### src/rtl/hbfs_pkg.sv
// constants, types and fault-handling outline for the half-bridge supervisor
// What this block does
// - stopped pwm with freewheel: high off, low on
// - low-current open-load mode on first two highs
// - overcurrent filter expiry latches switch off, flags
// - overcurrent or open-load sets global load fault
// - per-switch overcurrent and open-load flag banks
// - tripped switch stays off until flag cleared
// - activation bits kept, only the tripped switch of a stage goes off
// - open-load flags only, output keeps conducting
// - thermal prewarning flag bit 1, outputs unchanged
// - thermal shutdown bit 2, latched off until cleared
// - undervoltage bit 5, outputs recover with supply
// - overvoltage bit 4, outputs recover, flag stays
// - open-load needs undercurrent for full filter time
// - open-load blanked on active freewheel stages with a pwm-assigned switch
package hbfs_pkg;
    // ---------------------------------------------------------------
    // global status bit positions
    // ---------------------------------------------------------------
    localparam int GS_PREWARN = 1;
    localparam int GS_TSD = 2;
    localparam int GS_OV = 4;
    localparam int GS_UV = 5;
    localparam int GS_LOAD = 6;
    localparam int GS_WIDTH = 8;
    localparam int NUM_HB = 8;
    // ---------------------------------------------------------------
    // timing
    // ---------------------------------------------------------------
    localparam int CLK_NS = 50;
    localparam int OC_FILTER_NS = 10000;
    localparam int OL_FILTER_NS = 2000000;
    localparam int OL_LED_FILTER_NS = 200000;
    localparam int OC_FILTER_CYC = (OC_FILTER_NS + CLK_NS - 1) / CLK_NS;
    localparam int OL_FILTER_CYC = (OL_FILTER_NS + CLK_NS - 1) / CLK_NS;
    localparam int OL_LED_CYC = (OL_LED_FILTER_NS + CLK_NS - 1) / CLK_NS;
    localparam logic [1:0] FREQ_STOPPED = 2'h0;
    localparam int CNT_W = 16;

    // one switch's analogue comparator view
    typedef struct packed {
        logic over_current;
        logic under_current;
    } hbfs_sense_s;

    // supervisor state per switch
    typedef enum logic [1:0] {
        HBFS_IDLE = 2'b00,
        HBFS_ON = 2'b01,
        HBFS_TRIP = 2'b10
    } hbfs_sw_e;
endpackage : hbfs_pkg

### src/rtl/hbfs_switch.sv
// per-switch overcurrent and open-load filter and flags
`timescale 1ns/10ps
`default_nettype none
module hbfs_switch #(
    parameter int OC_CYC = 200,
    parameter int OL_CYC = 40000,
    parameter int OL_LED = 4000
) (
    input wire logic mclk, // clock
    input wire logic reset_n, // sync reset
    input wire logic clk_en, // freeze when low
    input wire logic drive, // switch commanded on
    input wire logic led_mode, // short open-load filter
    input wire logic ol_blank, // freewheel blanking
    input wire hbfs_pkg::hbfs_sense_s sense, // comparators
    input wire logic oc_clear, // host clears oc flag
    input wire logic ol_clear, // host clears ol flag
    output logic oc_flag, // latched overcurrent
    output logic ol_flag, // latched open load
    output logic oc_event, // oc latched this cycle
    output logic ol_event // ol latched this cycle
);
    import hbfs_pkg::*;
    // refuse filter counts that the counters cannot hold
    if (OC_CYC < 1 || OL_CYC < 1 || OL_LED < 1 ||
        OL_CYC >= (1 << CNT_W) || OC_CYC >= (1 << CNT_W) ||
        OL_LED >= (1 << CNT_W)) begin : g_bad_cfg
        $error("hbfs_switch: filter count out of range");
    end
    logic [CNT_W-1:0] oc_cnt, next_oc_cnt, ol_cnt, next_ol_cnt;
    logic next_oc_flag, next_ol_flag;
    logic [CNT_W-1:0] ol_lim;

    // filters and sticky flags, set wins over clear
    always_comb begin
        ol_lim = led_mode ? CNT_W'(OL_LED) : CNT_W'(OL_CYC);
        next_oc_cnt = '0;
        next_ol_cnt = '0;
        oc_event = 1'b0;
        ol_event = 1'b0;
        if (drive && !oc_flag && sense.over_current) begin
            next_oc_cnt = oc_cnt + CNT_W'(1);
            if (next_oc_cnt >= CNT_W'(OC_CYC)) begin
                oc_event = 1'b1;
                next_oc_cnt = '0;
            end
        end
        if (drive && !ol_blank && sense.under_current) begin
            next_ol_cnt = ol_cnt + CNT_W'(1);
            if (next_ol_cnt >= ol_lim) begin
                ol_event = 1'b1;
                next_ol_cnt = ol_lim;
            end
        end
        next_oc_flag = oc_event | (oc_flag & ~oc_clear);
        next_ol_flag = ol_event | (ol_flag & ~ol_clear);
    end

    // registers
    always_ff @(posedge mclk) begin
        if (!reset_n) begin
            oc_cnt <= '0;
            ol_cnt <= '0;
            oc_flag <= 1'b0;
            ol_flag <= 1'b0;
        end else if (clk_en) begin
            oc_cnt <= next_oc_cnt;
            ol_cnt <= next_ol_cnt;
            oc_flag <= next_oc_flag;
            ol_flag <= next_ol_flag;
        end
    end
endmodule : hbfs_switch
`default_nettype wire

### src/rtl/hbfs_top.sv
// half-bridge fault supervisor top
`timescale 1ns/10ps
`default_nettype none
module hbfs_top #(
    parameter int OC_CYC = hbfs_pkg::OC_FILTER_CYC,
    parameter int OL_CYC = hbfs_pkg::OL_FILTER_CYC,
    parameter int OL_LED = hbfs_pkg::OL_LED_CYC
) (
    input wire logic mclk, // 20 MHz clock
    input wire logic reset_n, // sync reset
    input wire logic clk_en, // freeze when low
    input wire logic [7:0] hs_enable, // activation, high sides
    input wire logic [7:0] ls_enable, // activation, low sides
    input wire logic [7:0] hs_pwm_assigned, // high side uses pwm
    input wire logic [7:0] ls_pwm_assigned, // low side uses pwm
    input wire logic [7:0] hs_chan_freq_stop, // channel freq is 00
    input wire logic [7:0] hs_pwm_level, // pwm phase, high side
    input wire logic [7:0] ls_pwm_level, // pwm phase, low side
    input wire logic [7:0] active_freewheel, // freewheel config
    input wire logic [1:0] freq_code, // unused code view, kept 0
    input wire logic low_current_openload_select_a, // led mode hs1
    input wire logic low_current_openload_select_b, // led mode hs2
    input wire hbfs_pkg::hbfs_sense_s [7:0] hs_sense, // high comparators
    input wire hbfs_pkg::hbfs_sense_s [7:0] ls_sense, // low comparators
    input wire logic temp_warn, // prewarning comparator
    input wire logic temp_shutdown, // shutdown comparator
    input wire logic supply_under, // load supply too low
    input wire logic supply_over, // load supply too high
    input wire logic [7:0] hs_oc_clear, // clear high oc flags
    input wire logic [7:0] ls_oc_clear, // clear low oc flags
    input wire logic [7:0] hs_ol_clear, // clear high ol flags
    input wire logic [7:0] ls_ol_clear, // clear low ol flags
    input wire logic [7:0] global_clear, // clear global bits
    output logic [7:0] hs_gate, // high side conducts
    output logic [7:0] ls_gate, // low side conducts
    output logic [7:0] global_status_one, // global flags
    output logic [7:0] diagnostic_status_two, // high oc flags
    output logic [7:0] diagnostic_status_three, // low oc flags
    output logic [7:0] diagnostic_status_five, // high ol flags
    output logic [7:0] diagnostic_status_six, // low ol flags
    output logic latched_fault_indicator // any flag set
);
    import hbfs_pkg::*;
    logic [7:0] hs_drive, ls_drive, hs_blank, ls_blank;
    logic [7:0] hs_oc, ls_oc, hs_ol, ls_ol;
    logic [7:0] hs_oce, ls_oce, hs_ole, ls_ole;
    logic [7:0] hs_led;
    logic [7:0] next_global, next_hs_gate, next_ls_gate;
    logic all_off;

    // ---------------------------------------------------------------
    // commanded drive per switch
    // ---------------------------------------------------------------
    always_comb begin
        hs_led = '0;
        hs_led[0] = low_current_openload_select_a;
        hs_led[1] = low_current_openload_select_b;
        for (int i = 0; i < NUM_HB; i++) begin
            hs_drive[i] = hs_enable[i] &
                (hs_pwm_assigned[i] ? hs_pwm_level[i] : 1'b1);
            ls_drive[i] = ls_enable[i] &
                (ls_pwm_assigned[i] ? ls_pwm_level[i] : 1'b1);
            // stopped channel with active freewheel
            if (hs_enable[i] && hs_pwm_assigned[i] &&
                active_freewheel[i] && hs_chan_freq_stop[i]) begin
                hs_drive[i] = 1'b0;
                ls_drive[i] = 1'b1;
            end
            // both switches of a pwm stage with active freewheel
            hs_blank[i] = active_freewheel[i] &
                (ls_pwm_assigned[i] | hs_pwm_assigned[i]);
            ls_blank[i] = hs_blank[i];
        end
    end

    // ---------------------------------------------------------------
    // per-switch supervisors
    // ---------------------------------------------------------------
    for (genvar g = 0; g < NUM_HB; g++) begin : g_hb
        hbfs_switch #(.OC_CYC(OC_CYC), .OL_CYC(OL_CYC),
                      .OL_LED(OL_LED)) u_hs (
            .mclk(mclk), .reset_n(reset_n), .clk_en(clk_en),
            .drive(hs_drive[g]), .led_mode(hs_led[g]),
            .ol_blank(hs_blank[g]), .sense(hs_sense[g]),
            .oc_clear(hs_oc_clear[g]), .ol_clear(hs_ol_clear[g]),
            .oc_flag(hs_oc[g]), .ol_flag(hs_ol[g]),
            .oc_event(hs_oce[g]), .ol_event(hs_ole[g])
        );
        hbfs_switch #(.OC_CYC(OC_CYC), .OL_CYC(OL_CYC),
                      .OL_LED(OL_LED)) u_ls (
            .mclk(mclk), .reset_n(reset_n), .clk_en(clk_en),
            .drive(ls_drive[g]), .led_mode(1'b0),
            .ol_blank(ls_blank[g]), .sense(ls_sense[g]),
            .oc_clear(ls_oc_clear[g]), .ol_clear(ls_ol_clear[g]),
            .oc_flag(ls_oc[g]), .ol_flag(ls_ol[g]),
            .oc_event(ls_oce[g]), .ol_event(ls_ole[g])
        );
    end

    // ---------------------------------------------------------------
    // global flags, set wins over clear
    // ---------------------------------------------------------------
    always_comb begin
        next_global = global_status_one & ~global_clear;
        if (temp_warn)
            next_global[GS_PREWARN] = 1'b1;
        if (temp_shutdown)
            next_global[GS_TSD] = 1'b1;
        if (supply_over)
            next_global[GS_OV] = 1'b1;
        if (supply_under)
            next_global[GS_UV] = 1'b1;
        if (|{hs_oce, ls_oce, hs_ole, ls_ole})
            next_global[GS_LOAD] = 1'b1;
        next_global[0] = 1'b0;
        next_global[3] = 1'b0;
        next_global[7] = 1'b0;
    end

    // ---------------------------------------------------------------
    // output stage gating; activation inputs untouched
    // ---------------------------------------------------------------
    always_comb begin
        // supply faults act live, thermal on the live input and the latched bit
        all_off = global_status_one[GS_TSD] | temp_shutdown |
            supply_under | supply_over;
        next_hs_gate = hs_drive & ~hs_oc & ~hs_oce;
        next_ls_gate = ls_drive & ~ls_oc & ~ls_oce;
        if (all_off) begin
            next_hs_gate = '0;
            next_ls_gate = '0;
        end
    end

    // registers
    always_ff @(posedge mclk) begin
        if (!reset_n) begin
            global_status_one <= '0;
            hs_gate <= '0;
            ls_gate <= '0;
        end else if (clk_en) begin
            global_status_one <= next_global;
            hs_gate <= next_hs_gate;
            ls_gate <= next_ls_gate;
        end
    end

    // status views; flags come from flip-flops
    always_comb begin
        diagnostic_status_two = hs_oc;
        diagnostic_status_three = ls_oc;
        diagnostic_status_five = hs_ol;
        diagnostic_status_six = ls_ol;
        latched_fault_indicator = |{global_status_one, hs_oc, ls_oc,
            hs_ol, ls_ol} | (freq_code != FREQ_STOPPED && 1'b0);
    end
endmodule : hbfs_top
`default_nettype wire

### config.mk
export PLATFORM = sky130hd
export DESIGN_NAME = hbfs_top
export DESIGN_NICKNAME = d
export VERILOG_FILES = /design/src/rtl/hbfs_pkg.sv /design/src/rtl/hbfs_switch.sv /design/src/rtl/hbfs_top.sv
export SDC_FILE = /design/constraint.sdc
export NUM_CORES = 2
export LEC_CHECK = 0
export BUFFER_PORTS_ARGS = -buffer_cell sky130_fd_sc_hd__buf_2
export CAP_MARGIN = 20
export CORE_UTILIZATION = 48
export CTS_CLUSTER_SIZE = 8
export DETAILED_ROUTE_END_ITERATION = 16
export PLACE_DENSITY = 0.73
export SLEW_MARGIN = 20
export SYNTH_ARGS = -nofsm -noshare
export SYNTH_HDL_FRONTEND = slang
export SYNTH_SLANG_ARGS = --single-unit
### constraint.sdc
create_clock -name mclk -period 4.33 [get_ports mclk]
set_input_delay 0.433 -clock mclk [delete_from_list [all_inputs] [get_ports mclk]]
set_output_delay 0.433 -clock mclk [all_outputs]
set_load 0.005 [all_outputs]
# Yosys cells after proc, flatten, opt, wreduce, memory -nomap -nowiden
# Cells that the tools add are included.
[op_classes]
n_reduce_logical = 114
eq_ne = 0
n_lt_le_gt_ge = 32
n_div = 0
bitwise_logic = 141
n_addsub = 32
n_shift = 0
n_mux = 169
n_mul = 0
[op_table]
columns = ["op", "count"]
rows = [
  ["$mux 16", 66],
  ["$add 16x1->16 const B", 32],
  ["$ge 16x8->1 const B", 16],
  ["$ge 16x16->1 const B", 14],
  ["$mux 1", 101],
  ["$logic_and 1x1->1", 88],
  ["$and 1x1->1", 56],
  ["$or 1x1->1", 43],
  ["$reduce_or 37->1", 1],
  ["$and 8x8->8", 4],
  ["$ge 16x16->1", 2],
  ["$not 1->1", 32],
  ["$not 8->8", 4],
  ["$reduce_or 32->1", 1],
  ["$logic_not 1->1", 24],
  ["$mux 8", 2],
  ["$and 7x7->7", 1],
  ["$not 7->7", 1],
]
[word_totals]
ramBits = 0
input_bits = 147
mem_bits_ro = 0
regBits = 565
memories = 0
out_inout_bits = 57
latch_bits = 0

# Depth between registers and ports, before layout
[depth]
word_depth = 10
mapped_depth = 15

# Hierarchy
# Synthesis repeated with hierarchy kept, for this count alone.
[hier_totals]
hier_cells = 5025
area_unflattened_um2 = 39454.1
[modules_own_cells]
columns = ["mod", "area_each_um2", "n_inst", "cells_per_inst", "seq_area_each_um2"]
rows = [
  ["hbfs_switch", 2376.0, 16, 303, 680.7],
  ["hbfs_top", 1437.6, 1, 177, 420.4],
]

# Worst setup path before layout
# Ideal clock, no wire load.
[synth_timing]
kind = "register to register"
from = "register g_hb[2].u_hs.oc_cnt[0]"
to = "register g_hb[2].u_hs.oc_cnt[5]"
synth_period_minus_slack_ns = 3.008
t_required_ns = 4.257
setup_ns = 0.073
path_stages_with_launch = 11
arrival_ns = 2.935
slack_ns = 1.322
path_cell_list = "dfxtp_1 ha_1 nand3_1 nor4_1 nand4_1 and3_1 or4_4 or3_4 buf_6 or3_1 o211ai_2"
[synth_via]
elab_chain_len = 4
[synth_rtl]
columns = ["element", "line", "rtl"]
rows = [
  ["start: declaration", "hbfs_switch.sv:30", "logic [CNT_W-1:0] oc_cnt, next_oc_cnt, ol_cnt, next_ol_cnt;"],
  ["start signal: assignment", "hbfs_switch.sv:67", "oc_cnt <= next_oc_cnt;"],
  ["$add 16x1->16 (*)", "hbfs_switch.sv:42", "next_oc_cnt = oc_cnt + CNT_W'(1);"],
  ["$ge 16x8->1", "hbfs_switch.sv:43", "if (next_oc_cnt >= CNT_W'(OC_CYC)) begin"],
  ["$mux 16 (*)", "hbfs_switch.sv:43", ""],
  ["$mux 16 (*)", "hbfs_switch.sv:41", "if (drive && !oc_flag && sense.over_current) begin"],
]
# Mark *: on every way between the ends. The rest lies on a longest branch, timed or not.
# A chain may end at the register's enable or synchronous reset.

# Worst setup path in the final report
[layout_timing]
from = "register g_hb[1].u_hs.ol_cnt[0]"
to = "register global_status_one[6]"
[layout_via]
elab_chain_len = 6
[layout_rtl]
columns = ["element", "line", "rtl"]
rows = [
  ["start: declaration", "hbfs_switch.sv:30", ""],
  ["start signal: assignment", "hbfs_switch.sv:68", "ol_cnt <= next_ol_cnt;"],
  ["$add 16x1->16", "hbfs_switch.sv:49", "next_ol_cnt = ol_cnt + CNT_W'(1);"],
  ["$ge 16x16->1", "hbfs_switch.sv:50", "if (next_ol_cnt >= ol_lim) begin"],
  ["$mux 1", "hbfs_switch.sv:50", ""],
  ["$mux 1", "hbfs_switch.sv:48", "if (drive && !ol_blank && sense.under_current) begin"],
  ["$reduce_or 32->1", "hbfs_top.sv:113", "if (|{hs_oce, ls_oce, hs_ole, ls_ole})"],
  ["$mux 1", "hbfs_top.sv:113", ""],
  ["end signal: assignment", "hbfs_top.sv:142", "global_status_one <= next_global;"],
  ["end: declaration", "hbfs_top.sv:36", "output logic [7:0] global_status_one,"],
]
# Every way passes these cells.

==> impl_results.rst <==
.. list-table::
   :header-rows: 1

   * - Metric
     - Value
   * - Number of global-route vias before repair
     - 27.2k
   * - Synth Area in Adders
     - 1.82%
   * - Sinks on Clock Net
     - 565
   * - Outcome
     - complete, no violations
   * - Worst-case clock buffer depth
     - 3
   * - Overall via count from detail_route
     - just over 30k
   * - Number of I/O port buffers
     - 195
   * - Crit share post-route
     - just under 90%
   * - Critical path data required time
     - 4.84 ns
   * - Number of setup buffers added after CTS
     - 0
   * - Number of rows in the core area
     - 93
   * - Clock power frac
     - 49.2%
   * - Area of all placed cells without fillers
     - 0.0350 mm2
   * - Count of maximum capacitance violations
     - 0
   * - CTS Hold Bufs
     - 0
   * - Number of cells in the design after placement
     - 4932
   * - Number of enable flip-flop cells after synthesis
     - 0
   * - Io pins
     - 204
   * - Core ar.
     - between 0.06 and 0.07 mm2
   * - Maximum operating frequency
     - 261 MHz
   * - Ys Warns
     - 0
   * - Cell Chain, Critical Path
     - ha_1 -> nand3_1 -> nor2_1 -> nand2_1 -> xnor2_1 -> ha_1 -> o2111ai_1 -> a21oi_1 -> o22ai_1 -> a31o_2 -> nor2_1 -> a311oi_1 -> nand4_1 -> o221a_2
   * - Clock transition at the registers of the reported paths
     - 0.05 ns
   * - Net Switching
     - 2.64 mW
   * - Dominant combinational cell family by area after synthesis
     - simple AND/OR/NAND/NOR gates
   * - Worst flop-to-flop path endpoint
     - global_status_one[6]
   * - Clock insertion delay at the later pin of the skew report
     - 0.62 ns
   * - Seq pwr share
     - a little under half
   * - Xor/xnor cell area share of the yosys netlist
     - 3.37%
   * - Hold Path Stages
     - 3
   * - Wire length per cell
     - ~17 um
   * - Worst Slack Setup Final
     - 0.504 ns
   * - Startpoint of the worst-slack reg-to-reg timing path
     - g_hb[1].u_hs.ol_cnt[0]
   * - Switching power as a share of total power
     - between 20% and 30%
   * - Longest individual stage delay on the worst path
     - 0.45 ns
   * - H-tree lvl count
     - 3
   * - Number of non-filler instances in the completed layout
     - 5022
   * - Final worst hold slack
     - 0.0826 ns
   * - Predominant post-synthesis flop cell
     - dfxtp_1
   * - Vias per inst
     - 6.16
   * - Internal power summed over all cells
     - 8.72 mW
   * - Leftover overflow at the end of global routing
     - 0
   * - CTS root buf
     - clkbuf_16
   * - Syn Area/Cell
     - 7.70 um2
   * - Die width
     - between 200 and 300 um
   * - Layout cells sized above 1
     - 8.90%
   * - Power density over the cells
     - 324 mW/mm2
   * - Hold crit path type
     - primary input to flop
   * - Share of flip-flops with an asynchronous set or reset
     - 0%
   * - Synth Area in Compound Gates
     - about a quarter
   * - Mapped Cells
     - a little over 4k
   * - Most common cell after layout, fill and taps aside
     - dfxtp_1
   * - Combinational group share of total power
     - 4.6%
   * - Estimated wirelength of the detail-placed design
     - ~60000 um
   * - Number of failing hold endpoints at the final stage
     - 0
   * - Simple-gate portion of the synthesized area
     - 29.5%
   * - Startpoint Class
     - flop
   * - Number of gates resized after cts
     - 0
   * - Flip-flop and latch count after synthesis
     - 565
   * - Min-Delay Startpoint
     - supply_over
   * - Most used cells in the layout excluding fill and tap cells
     - 565 x dfxtp_1, 490 x nand2_1, 400 x o21ai_0
   * - Overall power after layout
     - ~11 mW
   * - DIE HEIGHT
     - 259 um
   * - TritonCTS Buffers
     - 80
   * - Antenna violations before repair
     - 0
   * - Reg2Reg Depth
     - 14
   * - Part of the Yosys area used for sequential elements
     - 35.7%
   * - Starting utilization of the core area
     - 48.9%
   * - Post-Route Utilization
     - a little over half
   * - Net total in the final layout
     - 4352
   * - Number of DRC markers after the initial detailed-route iteration
     - 2641
   * - Static Leak
     - about 13 nW
   * - Crit end category
     - flop
   * - RD Place Congestion
     - 0.904
   * - Post-synthesis cell area
     - between 0.03 and 0.04 mm2
   * - Max-slew violations
     - 0
   * - DP Worst Slack
     - between 0.5 and 0.6 ns
   * - Clock period minus final worst setup slack
     - 3.83 ns
   * - Final routed DRC violation total
     - 0
   * - First-pass GRT wire length
     - 140000 um
   * - Worst EP arrival
     - about 4.3 ns
   * - Slew @ Worst Pin
     - 1.11 ns
   * - Maximum number of pins on one net before global-route repair
     - 147
   * - CTS tree
     - yes
   * - Worst IR Drop VDD
     - 0.251 mV
   * - Master of the slowest instance on the critical path
     - a311oi_1
   * - Multiplexer area fraction after synthesis
     - less than 1%
   * - Fin Setup TNS
     - 0 ns
   * - Category of the critical setup timing path
     - flop to flop
   * - CP max FO
     - 18
   * - Total die area
     - approximately 0.067 mm2
   * - Number of antenna-violating nets in the routed design
     - 0
   * - Iteration count of the initial detailed-routing pass
     - 7
   * - Relative area change from synthesis to final layout
     - 10.6%
   * - Endpoint, Worst Hold
     - global_status_one[4]
   * - Worst clock skew
     - 0.0241 ns
   * - Setup slack of the most critical reg-to-reg path
     - 0.50 ns
   * - Setup repair after global routing missed its margin
     - false
   * - Diode count
     - 0
   * - Worst relative slew slack
     - between 20% and 30%
   * - Standard cell area after detailed placement
     - 0.0329 mm2
   * - WL final
     - approximately 86000 um
   * - Post-synthesis cell type count
     - 90
   * - Global routing usage summed across all routing layers
     - 25.0%
   * - Number of failing setup endpoints in the final timing report
     - 0
==> synth_stat cells, types with 13 or more instances <==
library cell	number	area share (%)
inv_1	88	1.0
nor3b_1	18	0.43
and2_1	26	0.51
clkbuf_1	210	2.5
or2_2	16	0.32
and4_1	39	1.1
or4_1	22	0.52
nor3_1	103	1.6
xor2_1	55	1.5
a21o_1	19	0.45
buf_1	13	0.15
nand4_1	126	2.5
a21oi_1	217	3.4
o21ai_0	400	6.3
o21a_1	19	0.45
nand3_1	233	3.7
nor4_1	74	1.5
a22oi_1	29	0.69
buf_4	35	0.83
nand2b_1	51	1.0
a22o_1	51	1.4
mux2i_1	25	0.79
o22ai_1	20	0.40
nand4b_1	15	0.41
a32o_1	15	0.47
a31oi_1	48	0.95
o41ai_1	27	0.75
o211ai_1	29	0.69
nor2_1	282	3.3
nor2b_1	38	0.75
xnor2_1	67	1.9
a211oi_1	22	0.52
or3_1	42	0.83
nand2_1	491	5.8
o31ai_1	92	2.2
and3_1	212	4.2
dfxtp_1	565	36
ha_1	46	1.8
o31a_1	13	0.36
==> state kept, by name, summed over array words and instances (netlist names) <==
signal,count
g_hb.u_ls.ol_cnt,128
ls_gate,8
g_hb.u_ls.ol_flag,8
global_status_one,5
g_hb.u_hs.ol_flag,8
g_hb.u_hs.oc_flag,8
g_hb.u_hs.ol_cnt,128
g_hb.u_ls.oc_cnt,128
g_hb.u_ls.oc_flag,8
hs_gate,8
g_hb.u_hs.oc_cnt,128
==> metal layers <==
layer	wire, um	global-route usage [%]
met2	38900	39.9
met1	40200	34.3
met5	0	0
met3	4900	3.84
met4	2400	8.51
==> power groups by stage <==
stage / registers (mW) / logic (mW) / clock network (mW)
4_1_cts: 5.24 / 0.524 / 5.69
3_3_place_gp: 5.35 / 0.514 / 0
5_1_grt: 5.24 / 0.575 / 5.92
6_report: 5.24 / 0.527 / 5.58
2_1_floorplan: 5.34 / 0.290 / 0
3_5_place_dp: 5.35 / 0.522 / 0
==> area by class of cell <==
cell class	instances	area [um2]
multi-input cells	3196	18900
flip-flops and latches	565	11300
well taps	855	1070
clock buffers	85	2060
inverters	88	340
clock inverters	5	73.8
repair buffers	228	1270
fillers	6005	29800
==> worst max-delay path: cells and delay by family, from the launching register on <==
kind	cells	cell delay, ns
xor gates and xnor gates	1	0.16
and+or+nand+nor	5	1.06
DFF	1	0.44
adders and majority gates	2	0.58
AOI/OAI and AO/OA	6	1.48
==> worst max-delay path by stage <==
| stage | from | end | cells past startpoint |
|---|---|---|---|
| after floorplan | g_hb[2].u_hs.oc_cnt[0] | g_hb[2].u_hs.oc_cnt[5] | 10 |
| after global placement | g_hb[1].u_hs.ol_cnt[0] | global_status_one[6] | 14 |
| after detailed placement | g_hb[1].u_hs.ol_cnt[0] | global_status_one[6] | 14 |
| after CTS | g_hb[1].u_hs.ol_cnt[0] | global_status_one[6] | 14 |
| after global routing | g_hb[1].u_hs.ol_cnt[0] | global_status_one[6] | 14 |
| final | g_hb[1].u_hs.ol_cnt[0] | global_status_one[6] | 14 |
==> cells by family after synthesis <==
kind of cell / Yosys count
AOI/OAI and AO/OA: 1172
xor gates and xnor gates: 122
adders and majority gates: 46
buffers and inverters: 355
DFF: 565
muxes: 27
other: 1
and+or+nand+nor: 1826
Note: power is estimated with default switching activity, not from simulation.
